`src/pkg/acp_pkg.sv`:
```
// Shared constants, carriers and state codes of the amplifier control serial port
package acp_pkg;

	// Target address: fixed upper five bits, strapped low two bits
	localparam logic [4:0] ACP_ADDR_FIXED = 5'h1a;
	localparam logic [3:0] ACP_BYTE_BITS = 4'h8;
	localparam logic [2:0] ACP_LAST_BIT = 3'h7;
	localparam logic [1:0] ACP_NUM_BYTES = 2'h2;

	// instruction_control_one fields
	localparam int ACP_C1_SUPPLY_THR = 7;
	localparam int ACP_C1_DIAG_EN = 6;
	localparam int ACP_C1_OFFSET_EN = 5;
	localparam int ACP_C1_GAIN_16DB = 4;
	localparam int ACP_C1_UNMUTE = 2;
	localparam int ACP_C1_CLIP_LEVEL = 0;
	localparam logic [7:0] ACP_C1_MASK = 8'hf5;
	localparam logic [7:0] ACP_C1_RESET = 8'h00;

	// instruction_control_two fields
	localparam int ACP_C2_CUR_THR_LOW = 7;
	localparam int ACP_C2_FAST_MUTE = 5;
	localparam int ACP_C2_RUN = 4;
	localparam int ACP_C2_LINE_DRV = 3;
	localparam int ACP_C2_CUR_DIAG = 2;
	localparam int ACP_C2_HIGH_EFF = 1;
	localparam logic [7:0] ACP_C2_MASK = 8'hbe;
	localparam logic [7:0] ACP_C2_RESET = 8'h00;

	// diag_result_one: cycle-terminated flag position
	localparam int ACP_D1_DONE = 6;
	localparam logic [7:0] ACP_RES_RESET = 8'h00;

	// Pin levels as seen by the logic (comparator outputs and bus lines)
	typedef struct packed {
		logic scl;
		logic sda;
		logic if_sel;
		logic sleep_on;
		logic sleep_hv;
		logic mute_on;
		logic supply_low;
		logic short_gnd;
		logic short_vcc;
		logic short_across;
		logic meas_done;
		logic [1:0] strap;
	} acp_pins_s;

	typedef struct packed {
		logic amp_on;
		logic play;
		logic high_eff;
		logic standard;
	} acp_mode_s;

	typedef enum logic [6:0] {
		ACP_IDLE = 7'h01,
		ACP_ADDR = 7'h02,
		ACP_AACK = 7'h04,
		ACP_WRX = 7'h08,
		ACP_WACK = 7'h10,
		ACP_RDX = 7'h20,
		ACP_RACK = 7'h40
	} acp_state_e;

endpackage

```
`src/hw/acp_sync.sv`:
```
// Two-stage synchroniser for the pin inputs
`timescale 1ns/1ps
module acp_sync #(
	parameter int W = 13
) (
	input wire logic clock,
	input wire logic arst_n,
	input wire logic [W-1:0] async_in,
	output logic [W-1:0] sync_out
);
	typedef struct packed {
		logic [W-1:0] s1;
		logic [W-1:0] s2;
	} acp_sync_s;

	acp_sync_s q, d;

	// First stage feeds only the second stage
	always_comb begin
		d = q;
		d.s1 = async_in;
		d.s2 = q.s1;
	end

	always_ff @(posedge clock or negedge arst_n) begin
		if (!arst_n) begin
			q <= '0;
		end else begin
			q <= d;
		end
	end

	assign sync_out = q.s2;
endmodule

```
`src/hw/acp_mode_sel.sv`:
```
// Operating mode selection from pins and instruction bytes
`timescale 1ns/1ps
module acp_mode_sel
	import acp_pkg::*;
(
	input acp_pkg::acp_pins_s pins,
	input wire logic [7:0] ctl_one,
	input wire logic [7:0] ctl_two,
	output acp_pkg::acp_mode_s mode
);
	always_comb begin
		mode = '0;
		if (pins.if_sel) begin
			// Standby pin low always wins; turn-on needs the bus command
			mode.amp_on = pins.sleep_on && ctl_two[ACP_C2_RUN];
			mode.play = mode.amp_on && pins.mute_on && ctl_one[ACP_C1_UNMUTE];
			mode.high_eff = mode.amp_on && ctl_two[ACP_C2_HIGH_EFF] && !pins.supply_low;
		end else begin
			mode.amp_on = pins.sleep_on;
			mode.play = mode.amp_on && pins.mute_on;
			// Between 5 V and 7 V the comparator stays low, so standard mode holds
			mode.high_eff = mode.amp_on && pins.sleep_hv && !pins.supply_low;
		end
		mode.standard = mode.amp_on && !mode.high_eff;
	end
endmodule

```
`src/hw/acp_top.sv`:
```
// Serial target port and mode control of a dual-bridge amplifier
//
// Behaviour
// - Serial port works only while the interface-select pin is high.
// - Bus mode with standby high and byte two D4 set: byte two D1 picks standard or high efficiency.
// - Bus mode: play needs mute pin high and byte one D2 set.
// - Standby pin low always turns off; bus mode turns on only by command.
// - Legacy mode: standby level picks standard or high efficiency, mute pin play.
// - Legacy mode: fault output low on any output short.
// - Low supply forces high efficiency off; it returns by itself on recovery.
// - Data line changes only while the bus clock is low.
// - Start is data falling, stop data rising, both with clock high.
// - Bytes are eight bits, MSB first, then one acknowledge bit.
// - Receiver pulls data low during acknowledge; transmitter releases it.
// - Address is fixed upper five bits plus two strapped bits, then R/W.
// - A write carries at most two instruction bytes, first then second.
// - A read returns at most two diagnostic bytes, first then second.
// - Byte one: D6 diagnostics, D5 offset detection, D4 gain 16 dB.
// - Byte one: D7 supply-mute threshold, D0 clip level, D3 D1 zero.
// - Byte two: D4 leaves standby, D5 enables fast muting.
// - Byte two: D7 current threshold, D3 line driver, D2 current diag.
// - Each read restarts diagnostics and returns the previous cycle result.
// - Result byte one D6 is zero until the diagnostic cycle terminates.
`timescale 1ns/1ps
module acp_top
	import acp_pkg::*;
(
	input wire logic clock,
	input wire logic arst_n,
	input wire logic scl,
	input wire logic sda_in,
	output logic sda_out,
	output logic sda_oe_n,
	input wire logic if_sel_pin,
	input wire logic hw_sleep_pin,
	input wire logic hw_sleep_hv,
	input wire logic mute_pin,
	input wire logic supply_low,
	input wire logic short_gnd,
	input wire logic short_vcc,
	input wire logic short_across,
	input wire logic meas_done,
	input wire logic [7:0] meas_one,
	input wire logic [7:0] meas_two,
	input wire logic [1:0] addr_strap,
	output logic amp_on,
	output logic play_en,
	output logic standard_drive_mode,
	output logic high_efficiency_drive_mode,
	output logic gain_16db,
	output logic diag_en,
	output logic offset_det_en,
	output logic supply_mute_high,
	output logic clip_detect_level,
	output logic current_thr_low,
	output logic line_driver_diag,
	output logic current_diag_en,
	output logic fast_mute_en,
	output logic fault_flag_out_n,
	output logic diag_restart
);
	typedef struct packed {
		acp_state_e st;
		logic [3:0] cnt;
		logic [7:0] sh;
		logic rd;
		logic [1:0] idx;
		logic scl_p;
		logic sda_p;
		logic meas_p;
		logic [7:0] ctl_one;
		logic [7:0] ctl_two;
		logic [7:0] res_one;
		logic [7:0] res_two;
		logic done;
		logic oe_n;
		acp_mode_s mode;
		logic fault_n;
		logic restart;
	} acp_top_s;

	acp_top_s q, d;
	acp_pins_s raw, p;
	acp_mode_s mode_c;
	logic rise, fall, start_c, stop_c, any_short, addr_hit;
	logic [7:0] first_byte;

	assign raw = '{scl: scl, sda: sda_in, if_sel: if_sel_pin, sleep_on: hw_sleep_pin,
		sleep_hv: hw_sleep_hv, mute_on: mute_pin, supply_low: supply_low,
		short_gnd: short_gnd, short_vcc: short_vcc, short_across: short_across,
		meas_done: meas_done, strap: addr_strap};

	acp_sync #(
		.W($bits(acp_pins_s))
	) u_sync (
		.clock(clock),
		.arst_n(arst_n),
		.async_in(raw),
		.sync_out(p)
	);

	acp_mode_sel u_mode (
		.pins(p),
		.ctl_one(q.ctl_one),
		.ctl_two(q.ctl_two),
		.mode(mode_c)
	);

	assign rise = p.scl && !q.scl_p;
	assign fall = !p.scl && q.scl_p;
	assign start_c = p.scl && q.scl_p && q.sda_p && !p.sda;
	assign stop_c = p.scl && q.scl_p && !q.sda_p && p.sda;
	assign any_short = p.short_gnd || p.short_vcc || p.short_across;
	assign addr_hit = (q.sh[7:1] == {ACP_ADDR_FIXED, p.strap});
	// Done flag travels in the first result byte
	assign first_byte = {q.res_one[7], q.done, q.res_one[5:0]};

	always_comb begin
		d = q;
		d.scl_p = p.scl;
		d.sda_p = p.sda;
		d.meas_p = p.meas_done;
		d.restart = 1'b0;
		d.mode = mode_c;
		d.fault_n = !(!p.if_sel && any_short);
		if (!p.if_sel) begin
			// Port disabled: state frozen at idle and the line released
			d.st = ACP_IDLE;
			d.oe_n = 1'b1;
		end else if (start_c) begin
			d.st = ACP_ADDR;
			d.cnt = 4'h0;
			d.oe_n = 1'b1;
		end else if (stop_c) begin
			d.st = ACP_IDLE;
			d.oe_n = 1'b1;
		end else begin
			unique case (q.st)
				ACP_IDLE: begin
					d.oe_n = 1'b1;
				end
				ACP_ADDR: begin
					if (rise) begin
						d.sh = {q.sh[6:0], p.sda};
						d.cnt = q.cnt + 4'h1;
					end else if (fall && q.cnt == ACP_BYTE_BITS) begin
						if (addr_hit) begin
							d.st = ACP_AACK;
							d.oe_n = 1'b0;
							d.rd = q.sh[0];
						end else begin
							d.st = ACP_IDLE;
						end
					end
				end
				ACP_AACK: begin
					if (fall) begin
						d.cnt = 4'h0;
						if (q.rd) begin
							// Snapshot of the finished cycle goes out; a new cycle starts
							d.sh = first_byte;
							d.oe_n = first_byte[7];
							d.idx = 2'h1;
							d.restart = 1'b1;
							d.st = ACP_RDX;
						end else begin
							d.oe_n = 1'b1;
							d.idx = 2'h0;
							d.st = ACP_WRX;
						end
					end
				end
				ACP_WRX: begin
					if (rise) begin
						d.sh = {q.sh[6:0], p.sda};
						d.cnt = q.cnt + 4'h1;
					end else if (fall && q.cnt == ACP_BYTE_BITS) begin
						if (q.idx < ACP_NUM_BYTES) begin
							// Reserved positions are stored as zero
							if (q.idx == 2'h0) begin
								d.ctl_one = q.sh & ACP_C1_MASK;
							end else begin
								d.ctl_two = q.sh & ACP_C2_MASK;
							end
							d.idx = q.idx + 2'h1;
							d.oe_n = 1'b0;
							d.st = ACP_WACK;
						end else begin
							// A third byte is refused by leaving it unacknowledged
							d.st = ACP_IDLE;
						end
					end
				end
				ACP_WACK: begin
					if (fall) begin
						d.oe_n = 1'b1;
						d.cnt = 4'h0;
						d.st = ACP_WRX;
					end
				end
				ACP_RDX: begin
					if (fall) begin
						if (q.cnt[2:0] == ACP_LAST_BIT) begin
							d.oe_n = 1'b1;
							d.cnt = 4'h0;
							d.st = ACP_RACK;
						end else begin
							d.sh = {q.sh[6:0], 1'b0};
							d.oe_n = q.sh[6];
							d.cnt = q.cnt + 4'h1;
						end
					end
				end
				ACP_RACK: begin
					if (rise && (p.sda || q.idx == ACP_NUM_BYTES)) begin
						// Host refused or both bytes gone: stay released
						d.st = ACP_IDLE;
					end else if (fall) begin
						d.sh = q.res_two;
						d.oe_n = q.res_two[7];
						d.idx = ACP_NUM_BYTES;
						d.cnt = 4'h0;
						d.st = ACP_RDX;
					end
				end
				default: begin
					d.st = ACP_IDLE;
					d.oe_n = 1'b1;
				end
			endcase
		end
		// Pulling standby low drops the run request, so turn-on needs a fresh command
		if (p.if_sel && !p.sleep_on) begin
			d.ctl_two[ACP_C2_RUN] = 1'b0;
		end
		// Completion wins over the restart issued in the same cycle
		if (d.restart) begin
			d.done = 1'b0;
		end
		if (p.meas_done && !q.meas_p) begin
			d.res_one = meas_one;
			d.res_two = meas_two;
			d.done = 1'b1;
		end
	end

	always_ff @(posedge clock or negedge arst_n) begin
		if (!arst_n) begin
			q <= '0;
			q.st <= ACP_IDLE;
			q.ctl_one <= ACP_C1_RESET;
			q.ctl_two <= ACP_C2_RESET;
			q.res_one <= ACP_RES_RESET;
			q.res_two <= ACP_RES_RESET;
			q.oe_n <= 1'b1;
			q.fault_n <= 1'b1;
		end else begin
			q <= d;
		end
	end

	// Open-drain: only ever pulls low
	assign sda_out = 1'b0;
	assign sda_oe_n = q.oe_n;
	assign amp_on = q.mode.amp_on;
	assign play_en = q.mode.play;
	assign standard_drive_mode = q.mode.standard;
	assign high_efficiency_drive_mode = q.mode.high_eff;
	assign gain_16db = q.ctl_one[ACP_C1_GAIN_16DB];
	assign diag_en = q.ctl_one[ACP_C1_DIAG_EN];
	assign offset_det_en = q.ctl_one[ACP_C1_OFFSET_EN];
	assign supply_mute_high = q.ctl_one[ACP_C1_SUPPLY_THR];
	assign clip_detect_level = q.ctl_one[ACP_C1_CLIP_LEVEL];
	assign current_thr_low = q.ctl_two[ACP_C2_CUR_THR_LOW];
	assign line_driver_diag = q.ctl_two[ACP_C2_LINE_DRV];
	assign current_diag_en = q.ctl_two[ACP_C2_CUR_DIAG];
	assign fast_mute_en = q.ctl_two[ACP_C2_FAST_MUTE];
	assign fault_flag_out_n = q.fault_n;
	assign diag_restart = q.restart;

	a_legacy_fault: assert property (@(posedge clock) disable iff (!arst_n)
		(!p.if_sel && any_short) |=> !fault_flag_out_n)
		else $error("fault output not low on a short in legacy mode");

	a_sleep_off: assert property (@(posedge clock) disable iff (!arst_n)
		!p.sleep_on |=> !amp_on && !play_en)
		else $error("amplifier on while standby pin low");

	a_play_gate: assert property (@(posedge clock) disable iff (!arst_n)
		$past(p.if_sel) && play_en |-> $past(p.mute_on) && $past(q.ctl_one[ACP_C1_UNMUTE]))
		else $error("play without mute pin high and unmute bit");

	a_he_select: assert property (@(posedge clock) disable iff (!arst_n)
		$past(p.if_sel && p.sleep_on && q.ctl_two[ACP_C2_RUN] && !p.supply_low)
		|-> high_efficiency_drive_mode == $past(q.ctl_two[ACP_C2_HIGH_EFF]))
		else $error("drive mode does not follow byte two D1");

	a_he_supply: assert property (@(posedge clock) disable iff (!arst_n)
		p.supply_low |=> !high_efficiency_drive_mode)
		else $error("high efficiency kept at low supply");

	a_legacy_mode: assert property (@(posedge clock) disable iff (!arst_n)
		(!p.if_sel && p.sleep_on && !p.supply_low)
		|=> high_efficiency_drive_mode == $past(p.sleep_hv) && standard_drive_mode != $past(p.sleep_hv))
		else $error("legacy drive mode does not follow standby level");

	a_port_off: assert property (@(posedge clock) disable iff (!arst_n)
		!p.if_sel |=> sda_oe_n && q.st == ACP_IDLE)
		else $error("data line driven while port disabled");

	a_addr_ack: assert property (@(posedge clock) disable iff (!arst_n)
		$rose(q.st == ACP_AACK) |-> $past(addr_hit) && !sda_oe_n)
		else $error("acknowledge on a foreign address");

	a_sda_stable: assert property (@(posedge clock) disable iff (!arst_n)
		(p.scl && q.scl_p) |=> $stable(sda_oe_n))
		else $error("data line changed while clock high");

	a_byte_bits: assert property (@(posedge clock) disable iff (!arst_n)
		q.cnt <= ACP_BYTE_BITS)
		else $error("bit counter past eight");

	a_restart_pulse: assert property (@(posedge clock) disable iff (!arst_n)
		diag_restart |=> !diag_restart)
		else $error("restart pulse longer than one cycle");

	a_done_clear: assert property (@(posedge clock) disable iff (!arst_n)
		diag_restart && !$past(p.meas_done && !q.meas_p) |-> !q.done)
		else $error("done flag not cleared by restart");

	a_write_store: assert property (@(posedge clock) disable iff (!arst_n)
		$rose(q.st == ACP_WACK) && q.idx == 2'h1 |-> q.ctl_one == ($past(q.sh) & ACP_C1_MASK))
		else $error("first instruction byte not stored");

	a_sleep_rearm: assert property (@(posedge clock) disable iff (!arst_n)
		p.if_sel && $past(p.if_sel) && $rose(p.sleep_on) |=> !amp_on)
		else $error("amplifier on again without a bus command");

	a_third_refuse: assert property (@(posedge clock) disable iff (!arst_n)
		p.if_sel && q.st == ACP_WRX && fall && q.cnt == ACP_BYTE_BITS
		&& q.idx == ACP_NUM_BYTES |=> sda_oe_n && q.st == ACP_IDLE)
		else $error("third instruction byte acknowledged");
endmodule

```
`config.mk`:
```
export PLATFORM = sky130hd
export DESIGN_NAME = acp_top
export DESIGN_NICKNAME = d
export VERILOG_FILES = /design/src/pkg/acp_pkg.sv /design/src/hw/acp_sync.sv /design/src/hw/acp_mode_sel.sv /design/src/hw/acp_top.sv
export SDC_FILE = /design/constraint.sdc
export NUM_CORES = 1
export LEC_CHECK = 0
export BUFFER_PORTS_ARGS = -buffer_cell sky130_fd_sc_hd__buf_2
export CAP_MARGIN = 40
export CORE_MARGIN = 2
export CORE_UTILIZATION = 49
export DETAILED_ROUTE_END_ITERATION = 7
export GPL_TIMING_DRIVEN = 0
export HOLD_SLACK_MARGIN = 0.05
export PLACE_DENSITY_LB_ADDON = 0.05
export SETUP_SLACK_MARGIN = 0.1
export SLEW_MARGIN = 20
export SYNTH_ARGS = -nofsm -noshare
export SYNTH_HDL_FRONTEND = slang
export SYNTH_SLANG_ARGS = --single-unit
export TNS_END_PERCENT = 5
```
`constraint.sdc`:
```
create_clock -name clock -period 3 [get_ports clock]
set_input_delay 0 -clock clock [delete_from_list [all_inputs] [get_ports clock]]
set_output_delay 0 -clock clock [all_outputs]
set_load 0.01 [all_outputs]
```
Word level (Yosys, flattened, before mapping)
Index checks and enable logic that the tools add are counted.

Bits in registers: 87. Output and inout port bits: 17. Logic and storage cells: 204.

$add $sub $neg: 2. $lt $le $gt $ge: 1. Equal/unequal tests: 46. Mux-type cells: 75. Bitwise operators: 4. Reduce and logical (&&, ||, !) cells: 53.

Operator list (count): 19-bit 2-to-1 mux (6); 5-bit inequality test (second input constant) (12); 7-bit 2-to-1 mux (8); 7-bit case mux with 7 select lines (1); 5-bit 2-to-1 mux (9); 8-bit case mux with 4 select lines (1); 1-bit 2-to-1 mux (30); 12-bit 2-to-1 mux (2); 8-bit AND reduction (3); 11-bit 2-to-1 mux (2); 11-bit AND reduction (2); 1-bit logical AND (21); 2-bit inequality test (second input constant) (10); 4-bit case mux with 5 select lines (1); 10-bit AND reduction (2); 8-bit 2-to-1 mux (2); 15-bit 2-to-1 mux (1); 2-bit 2-to-1 mux (6); 3-bit inequality test (second input constant) (4); 1-bit logical NOT (10); 2-bit by 1-bit inequality test with 1-bit output (second input constant) (5); 2-bit nonzero test (5); 9-bit AND reduction (1); 4-bit inequality test (second input constant) (2); 29 further kinds (35).

Longest topological paths before layout
Gate-level depths: netlist of the first run.

Depth in word-level cells: 11. Depth in mapped cells: 9. Mapped depth without buffers: 8.

By module
A second synthesis of the first run with hierarchy kept.

Cell total of the unflattened synthesis: 326. Area, all modules: 3878.7 µm².

Modules (own cells, without submodules): acp_top (instances 1, cells each 287, area each 3163.0 µm²); acp_sync (instances 1, cells each 26, area each 650.6 µm²); acp_mode_sel (instances 1, cells each 13, area each 65.1 µm²).

Worst setup path after synthesis of the first run
OpenSTA, ideal clock, no wires.

Path type: register -> register. From: register q[59] (netlist name). To: register q[46] (netlist name). Setup time: 0.125 ns. Arrival time: 2.258 ns. Setup slack: 0.617 ns. Cell stages (with the launch flop): 9. Buffers on the path: 2. Cell sequence: dfrtp_1 > buf_2 > or4_1 > buf_2 > nor4b_4 > a22o_4 > nor3_1 > nand4_4 > mux2_4.

Word-level cells in the longest chain between the ends: 4. Elaborated cells on any way between the ends: 16. Classes of those cells: eq/ne: 12; mux: 1; reduce/logical: 3.

RTL lines: from (decl) (RTL line acp_top.sv:82) `acp_top_s q, d;`; 7-bit by 4-bit equality test with 1-bit output / 7-bit by 2-bit equality test with 1-bit output (equally long branches) (RTL line acp_top.sv:138) `unique case (q.st)`; 2-bit OR reduction (no source line); 2-bit by 1-bit inequality test with 1-bit output (no source line) / 4-bit nonzero test (equally long branches); 11-bit AND reduction (no source line).

Several ways; a longest one is shown, not always the timed one. A chain may end at the register's enable or synchronous reset.

Worst setup path after layout of the first run
From: register q[60] (netlist name). To: register q[55] (netlist name).

Word-level cells in the longest chain between the ends: 5. Elaborated cells on any way between the ends: 18. Classes of those cells: eq/ne: 12; mux: 3; reduce/logical: 3.

RTL lines: 7-bit by 4-bit equality test with 1-bit output / 7-bit by 2-bit equality test with 1-bit output (equally long branches) (RTL line acp_top.sv:138); 2-bit OR reduction (no source line); 4-bit case mux with 5 select lines (RTL line acp_top.sv:138); 15-bit 2-to-1 mux (RTL line acp_top.sv:134) `end else if (stop_c) begin`; 11-bit 2-to-1 mux (RTL line acp_top.sv:130) `end else if (start_c) begin`.

Several ways; a longest one is shown, not always the timed one. The select of a mux whose other input is x is not followed.

==> results of run 1 <==
==> registers in the layout (all words and copies together) (netlist names) <==
signal	cells
q	36
u_sync.d	13
u_sync.sync_out	13
first_byte	8
amp_on	1
clip_detect_level	1
current_diag_en	1
current_thr_low	1
diag_en	1
diag_restart	1
fast_mute_en	1
fault_flag_out_n	1
gain_16db	1
high_efficiency_drive_mode	1
line_driver_diag	1
offset_det_en	1
play_en	1
sda_oe_n	1
standard_drive_mode	1
supply_mute_high	1
==> layer usage <==
layer  GRT usage [%]  vias up  wire length, um
met3            5.62       18              369
met2            34.1       70             4060
met1            26.6     1392             3680
met5               0        -                0
met4            8.09        0              156
li1                -     1368                -
==> area by class of cell <==
type	count	area, um2
plain buffers	19	86.3
fillers	627	2890
flip-flops and latches	86	2160
clock buffers	9	124
clock inverters	7	103
repair buffers	76	553
multi-input cells	216	1680
well taps	102	128
inverters	12	45.0
==> final timing paths <==
check | cells past startpoint | to | slack, ns | from
hold reg to reg | 0 | u_sync.sync_out[10]$_DFF_PN0_ | 0.35 | u_sync.d[10]$_DFF_PN0_
hold / removal | 2 | u_sync.d[2]$_DFF_PN0_ | 0.12 | arst_n
setup reg to reg | 7 | q[55]$_DFFE_PN0P_ | 0.30 | q[60]$_DFFE_PN0P_
max in group asynchronous | 3 | q[58]$_DFFE_PN1P_ | 2.22 | arst_n
setup / recovery | 7 | q[55]$_DFFE_PN0P_ | 0.30 | q[60]$_DFFE_PN0P_
min in group clock | 2 | u_sync.d[8]$_DFF_PN0_ | 0.27 | hw_sleep_hv
==> cell families (layout without fill, tap and decap cells) <==
kind of cell | after synthesis | after routing
buffers and inverters | 31 | 123
other | 1 | 1
multiplexers | 40 | 40
XOR/XNOR | 6 | 6
flip-flops | 86 | 86
AND/OR/NAND/NOR | 108 | 108
adder cells (fa/ha/maj) | 6 | 6
AO/OA/AOI/OAI | 55 | 55
==> through the flow <==
stage / power (mW) / hold WS (ns) / cells / area [um2] / util [%]
6_report: 2.69 / 0.119 / 527 / 4870 / 62.7
5_1_grt: 2.81 / 0.143 / 527 / 4870 / 62.7
4_1_cts: 2.71 / 0.0912 / 526 / 4860 / 62.6
3_5_place_dp: 1.75 / -0.0413 / 481 / 4350 / 56.0
3_3_place_gp: 1.74 / 0.108 / 480 / 4320 / 55.6
2_1_floorplan: 1.61 / -0.296 / 333 / 3970 / -
==> cells in the final DEF (no fill, tap or decap), types with 6 or more instances in the layout <==
cell type and count:
dfrtp_1 83, clkbuf_1 10, o21ai_0 11, mux2_4 11, ha_1 6, a21oi_1 8, nand2b_1 10, nor3_1 8
or3_1 6, nor2_1 15, a22oi_1 7, buf_2 50, dlygate4sd3_1 29, nand3_1 6, mux2_2 28, nand2_1 28
inv_1 12, clkbuf_8 9
==> what timing repair did <==
action | in CTS | in global routing
gates resized for setup | 0 | 1
hold buffers | 29 | 0
buffers inserted | 0 | 0
hold endpoints to repair | 111 | 0
endpoints found under the setup margin | 0 | 1
==> worst max-delay path, cell delays in order, from the launching register on <==
cell      delay (ns)
dfrtp_1         0.46
or3_1           0.38
buf_2           0.17
nor4_4          0.55
or3_1           0.22
nor4bb_2        0.27
nand2b_4        0.23
mux2_4          0.30
==> power by group through the flow <==
| stage | clock (mW) | combinational [mW] | sequential, mW |
|---|---|---|---|
| floorplan | 0 | 0.262 | 1.35 |
| global placement | 0 | 0.345 | 1.39 |
| detailed placement | 0 | 0.355 | 1.39 |
| CTS | 0.950 | 0.387 | 1.37 |
| global route | 0.998 | 0.426 | 1.39 |
| finish | 0.932 | 0.386 | 1.37 |
==> run_summary.xml, run 1 <==
<?xml version="1.0" encoding="UTF-8"?>
<metrics>
  <group name="outcome">
    <metric name="outcome" unit="">completed</metric>
  </group>
  <group name="detailed_routing">
    <metric name="detail_route.drc_violations" unit="">0</metric>
    <metric name="vias_per_cell" unit="">5.40</metric>
    <metric name="postRouteWirelength" unit="mm">8.26</metric>
    <metric name="dr.first_iter.drc_count" unit="">136</metric>
    <metric name="vias" unit="">2848</metric>
    <metric name="drtPass1Iterations" unit="">4</metric>
    <metric name="routed_wire_length_per_instance" unit="um">15.7</metric>
    <metric name="remaining_antenna_violation_count_after_routing" unit="">0</metric>
  </group>
  <group name="clock_tree">
    <metric name="tritoncts_clock_tree" unit="">built</metric>
    <metric name="cts_max_level" unit="">3</metric>
    <metric name="clkTransAtPathRegs" unit="ns">0.09</metric>
    <metric name="tritoncts.num_buffers" unit="">9</metric>
    <metric name="tritoncts_num_sinks" unit="">86</metric>
    <metric name="cts_buffer_depth" unit="">2</metric>
    <metric name="clkLatencyLatePin" unit="ns">0.36</metric>
    <metric name="cts_root_buf" unit="">clkbuf_8</metric>
  </group>
  <group name="timing">
    <metric name="unrepaired_setup_endpoints_after_global_routing" unit="">no</metric>
    <metric name="finalWorstSetupSlack" unit="ns">0.302</metric>
    <metric name="fin_setup_tns" unit="ns">0</metric>
    <metric name="worst_slew_pin_slew" unit="ns">0.813</metric>
    <metric name="finalHoldViolCount" unit="">0</metric>
    <metric name="timing.final.max_slew_violations" unit="">0</metric>
    <metric name="max_slew_headroom" unit="%">45.6</metric>
    <metric name="maximum_clock_frequency" unit="MHz">371</metric>
    <metric name="worst_case_clock_skew" unit="ns">0.00930</metric>
    <metric name="fin_crit_sh" unit="%">89.9</metric>
    <metric name="timing.final.setup_violations" unit="">0</metric>
    <metric name="fin_crit" unit="ns">2.70</metric>
  </group>
  <group name="synthesis">
    <metric name="yosysWarningCount" unit="">0</metric>
    <metric name="postSynthNetCount" unit="">370</metric>
    <metric name="synthArstFlopShare" unit="%">100</metric>
    <metric name="post_synth.cell_area_avg" unit="um2">11.9</metric>
    <metric name="most_instantiated_cells_after_synthesis" unit="">83 x dfrtp_1, 28 x mux2_2, 28 x nand2_1, 15 x nor2_1, 12 x inv_1</metric>
    <metric name="synth.yosys.seq_area_share" unit="%">54.4</metric>
    <metric name="main_combinational_cell_family_by_area_after_synthesis" unit="">simple AND/OR/NAND/NOR gates</metric>
    <metric name="netlist-cell-type-count" unit="">66</metric>
    <metric name="synth.most_common_cell" unit="">dfrtp_1</metric>
    <metric name="yosys.area.top_type_share" unit="%">52.4</metric>
    <metric name="synth-compound-area-share" unit="%">10.2</metric>
    <metric name="post_synth_mux_area_share" unit="%">12.4</metric>
    <metric name="synthAdderAreaFrac" unit="%">1.89</metric>
    <metric name="ys_top_cells_by_area" unit="">dfrtp_1 52%, mux2_2 8.0%, mux2_4 4.2%</metric>
    <metric name="synth.largest_area_cell" unit="">dfrtp_1</metric>
    <metric name="synth_top_flop_cell" unit="">dfrtp_1</metric>
    <metric name="synth-edff-count" unit="">0</metric>
    <metric name="synth.cell_area" unit="um2">3970</metric>
    <metric name="post_synthesis_sequential_element_count" unit="">86</metric>
    <metric name="syn_inst" unit="">333</metric>
    <metric name="post_synth_and_or_nand_nor_area_fraction" unit="%">16.5</metric>
    <metric name="post_synthesis_share_of_cell_area_spent_on_xor_and_xnor_gates" unit="%">1.33</metric>
  </group>
  <group name="setup_path">
    <metric name="cp-start-kind" unit="">flip-flop</metric>
    <metric name="critical_path.max_fanout" unit="">10</metric>
    <metric name="critical_path.endpoint_type" unit="">flip-flop</metric>
    <metric name="critical_path_arrival" unit="ns">2.95</metric>
    <metric name="timing.setup.critical_path_class" unit="">reg -&gt; reg</metric>
    <metric name="critical_path_required" unit="ns">3.25</metric>
  </group>
  <group name="power_and_ir_drop">
    <metric name="internal_power" unit="mW">1.95</metric>
    <metric name="clock_power_share" unit="%">34.7</metric>
    <metric name="power.share.switching" unit="%">27.4</metric>
    <metric name="pwr-share-comb" unit="%">14.3</metric>
    <metric name="power.net_switching" unit="uW">738</metric>
    <metric name="power.ir.vdd_worst" unit="uV">322</metric>
    <metric name="power_density" unit="nW/um2">552</metric>
    <metric name="sequential_power_share" unit="%">51.0</metric>
    <metric name="power.static_leakage" unit="nW">2.25</metric>
  </group>
  <group name="cells_and_area">
    <metric name="final_layout_size_suffix_gt1_share" unit="%">29.9</metric>
    <metric name="antennaDiodeCount" unit="">0</metric>
    <metric name="layout-area-overhead-vs-synth" unit="%">22.9</metric>
    <metric name="nets" unit="">457</metric>
  </group>
  <group name="global_route">
    <metric name="grt_max_degree" unit="">59</metric>
    <metric name="gr-total-overflow" unit="">0</metric>
    <metric name="grt_total_usage" unit="%">20.9</metric>
    <metric name="grt_pass1_wl" unit="mm">14.0</metric>
    <metric name="grt_pass1_vias" unit="">2885</metric>
    <metric name="grt_antenna_before_repair" unit="">0</metric>
  </group>
  <group name="place">
    <metric name="io_buffer_count" unit="">45</metric>
    <metric name="dp_hpwl" unit="mm">5.80</metric>
    <metric name="place.gp.congestion" unit="">0.903</metric>
    <metric name="dpl_worst_slack" unit="ns">0.238</metric>
  </group>
  <group name="worst_hold_path">
    <metric name="holdCritPathClass" unit="">in -&gt; async</metric>
  </group>
  <group name="die">
    <metric name="coreArea" unit="um2">7770</metric>
    <metric name="core.rowCount" unit="">32</metric>
    <metric name="floorplan.io_pins" unit="">48</metric>
    <metric name="die-height" unit="um">94.0</metric>
    <metric name="die_area" unit="um2">8830</metric>
    <metric name="initial_core_util" unit="%">51.0</metric>
    <metric name="die_width" unit="um">94.0</metric>
  </group>
  <group name="job">
    <metric name="number_of_max_cap_violations" unit="">0</metric>
  </group>
</metrics>
(Power assumes the default switching activity.)
==> run 2: changes to the inputs <==
Clock period 3 ns to 3.36 ns, I/O delays scaled along.
==> run 2 against run 1 <==
  * Maximum frequency is 3.8% lower
  * Via count decreased by 0.28%
  * Flip-flop and latch count unchanged
  * Cell count unchanged
  * Wire length is 0.19% lower
  * Critical path type unchanged
  * Critical endpoint is now q[63]$_DFFE_PN0P_
  * Largest power group unchanged
  * Highest routed layer unchanged
==> run_summary.xml, run 2 (synthesized netlist as in run 1, its figures left out) <==
<?xml version="1.0" encoding="UTF-8"?>
<metrics>
  <group name="outcome">
    <metric name="outcome" unit="">completed</metric>
  </group>
  <group name="cells_and_area">
    <metric name="layout-area-overhead-vs-synth" unit="%">22.9</metric>
    <metric name="final_common_cell" unit="">dfrtp_1</metric>
    <metric name="nets" unit="">457</metric>
    <metric name="largest_register_ff_count" unit="">36</metric>
    <metric name="n_fill_cell" unit="">628</metric>
    <metric name="antennaDiodeCount" unit="">0</metric>
    <metric name="final_layout_size_suffix_gt1_share" unit="%">29.9</metric>
    <metric name="largest_register" unit="">q</metric>
    <metric name="final_core_util" unit="%">62.7</metric>
    <metric name="most-common-layout-cells" unit="">83 x dfrtp_1, 50 x buf_2, 29 x dlygate4sd3_1, 28 x nand2_1, 28 x mux2_2</metric>
    <metric name="stdcell_count" unit="">527</metric>
  </group>
  <group name="power_and_ir_drop">
    <metric name="power.static_leakage" unit="nW">2.25</metric>
    <metric name="power_density" unit="nW/um2">493</metric>
    <metric name="power.ir.vdd_worst" unit="uV">287</metric>
  </group>
  <group name="die">
    <metric name="die_area" unit="um2">8830</metric>
    <metric name="floorplan.io_pins" unit="">48</metric>
    <metric name="die-height" unit="um">94.0</metric>
    <metric name="die_width" unit="um">94.0</metric>
    <metric name="core.rowCount" unit="">32</metric>
    <metric name="initial_core_util" unit="%">51.0</metric>
    <metric name="coreArea" unit="um2">7770</metric>
  </group>
  <group name="clock_tree">
    <metric name="clkTransAtPathRegs" unit="ns">0.09</metric>
    <metric name="cts_root_buf" unit="">clkbuf_8</metric>
    <metric name="cts_max_level" unit="">3</metric>
    <metric name="post_cts.resized_instances" unit="">0</metric>
    <metric name="clkLatencyLatePin" unit="ns">0.36</metric>
    <metric name="tritoncts.num_buffers" unit="">9</metric>
    <metric name="tritoncts_num_sinks" unit="">86</metric>
    <metric name="cts_buffer_depth" unit="">2</metric>
    <metric name="tritoncts_clock_tree" unit="">built</metric>
  </group>
  <group name="global_route">
    <metric name="grt_max_degree" unit="">59</metric>
    <metric name="grt_pass1_wl" unit="mm">14.0</metric>
    <metric name="grt_antenna_before_repair" unit="">0</metric>
    <metric name="grt_total_usage" unit="%">20.9</metric>
    <metric name="grt_pass1_vias" unit="">2885</metric>
    <metric name="gr-total-overflow" unit="">0</metric>
  </group>
  <group name="timing">
    <metric name="finalHoldViolCount" unit="">0</metric>
    <metric name="fin_setup_tns" unit="ns">0</metric>
    <metric name="worst_slew_pin_slew" unit="ns">0.812</metric>
    <metric name="fin_crit" unit="ns">2.81</metric>
    <metric name="max_slew_headroom" unit="%">45.6</metric>
    <metric name="unrepaired_setup_endpoints_after_global_routing" unit="">no</metric>
    <metric name="maximum_clock_frequency" unit="MHz">356</metric>
    <metric name="fin_crit_sh" unit="%">83.5</metric>
    <metric name="timing.final.max_slew_violations" unit="">0</metric>
    <metric name="timing.final.setup_violations" unit="">0</metric>
    <metric name="finalWorstSetupSlack" unit="ns">0.554</metric>
    <metric name="worst_case_clock_skew" unit="ns">0.00951</metric>
  </group>
  <group name="setup_path">
    <metric name="critical_path.endpoint_type" unit="">flip-flop</metric>
    <metric name="timing.setup.critical_path_class" unit="">reg -&gt; reg</metric>
    <metric name="critical_path.max_fanout" unit="">6</metric>
    <metric name="critical_path_arrival" unit="ns">3.07</metric>
    <metric name="cp-start-kind" unit="">flip-flop</metric>
    <metric name="critical_path_required" unit="ns">3.62</metric>
  </group>
  <group name="detailed_routing">
    <metric name="vias_per_cell" unit="">5.39</metric>
    <metric name="postRouteWirelength" unit="mm">8.25</metric>
    <metric name="detail_route.drc_violations" unit="">0</metric>
    <metric name="remaining_antenna_violation_count_after_routing" unit="">0</metric>
    <metric name="routed_wire_length_per_instance" unit="um">15.7</metric>
    <metric name="dr.first_iter.drc_count" unit="">137</metric>
    <metric name="vias" unit="">2840</metric>
    <metric name="drtPass1Iterations" unit="">4</metric>
  </group>
  <group name="job">
    <metric name="number_of_max_cap_violations" unit="">0</metric>
  </group>
  <group name="place">
    <metric name="dp_hpwl" unit="mm">5.80</metric>
    <metric name="place_inst" unit="">481</metric>
    <metric name="dpl_worst_slack" unit="ns">0.598</metric>
    <metric name="place.gp.congestion" unit="">0.903</metric>
    <metric name="io_buffer_count" unit="">45</metric>
  </group>
  <group name="worst_hold_path">
    <metric name="holdCritPathClass" unit="">in -&gt; async</metric>
  </group>
</metrics>
-- run 2: cell count changes in the layout (fill, tap and decap cells not counted) --
| cell | change |
|---|---|
| a2111oi_1 | -1 |
| a2111oi_0 | +1 |
-- run 2: metrics by stage --
step | instance area [um2] | hold slack (ns) | total power [mW]
finish | 4870 | 0.119 | 2.40
global placement | 4320 | 0.108 | 1.55
detailed placement | 4350 | -0.0413 | 1.56
floorplan | 3970 | -0.296 | 1.44
CTS | 4860 | 0.0912 | 2.42
global route | 4870 | 0.143 | 2.51
-- run 2: critical path, stage by stage (launching register included) --
cell       delay, ns
dfrtp_1         0.44
ha_1            0.22
ha_1            0.23
or3b_1          0.38
a2111oi_0       0.66
a221oi_1        0.13
o211ai_2        0.36
a211oi_1        0.11
a21o_1          0.17
-- run 2: metal layers --
metal / GRT usage, % / wire (um) / part of all wire, % / vias up
li1: - / - / - / 1368
met5: 0 / 0 / 0 / -
met4: 8.09 / 168 / 2.0 / 0
met3: 5.62 / 352 / 4.3 / 18
met2: 34.1 / 4050 / 49 / 66
met1: 26.6 / 3680 / 45 / 1388
-- run 2: repair_timing --
item / CTS / global route
hold buffers: 29 / 0
hold endpoints to repair: 111 / 0
setup buffers: 0 / 0
-- run 2: final cells by class --
class	count	area (um2)	area share (%)
Clock inverter	7	103	2.11
Buffer	19	86.3	1.77
Clock buffer	9	124	2.54
Sequential cell	86	2160	44.2
Tap cell	102	128	2.62
Timing Repair Buffer	76	553	11.4
Inverter	12	45.0	0.924
Multi-Input combinational cell	216	1680	34.4
-- run 2: report_power, final --
| part | switching [mW] | leakage, nW | internal [mW] | total (mW) |
|---|---|---|---|---|
| clock | 0.402 | 0.117 | 0.431 | 0.832 |
| combinational | 0.162 | 1.06 | 0.182 | 0.343 |
| sequential | 0.0952 | 1.07 | 1.13 | 1.22 |
| total | 0.658 | 2.25 | 1.74 | 2.40 |
-- run 2: worst paths after layout --
kind | slack (ns) | startpoint | cells after the start | endpoint
min in group clock | 0.27 | hw_sleep_hv | 2 | u_sync.d[8]$_DFF_PN0_
hold / removal | 0.12 | arst_n | 2 | u_sync.d[2]$_DFF_PN0_
max in group asynchronous | 2.58 | arst_n | 3 | q[58]$_DFFE_PN1P_
setup reg to reg | 0.55 | q[54]$_DFFE_PN0P_ | 8 | q[63]$_DFFE_PN0P_
hold reg to reg | 0.35 | u_sync.d[10]$_DFF_PN0_ | 0 | u_sync.sync_out[10]$_DFF_PN0_
setup / recovery | 0.55 | q[54]$_DFFE_PN0P_ | 8 | q[63]$_DFFE_PN0P_
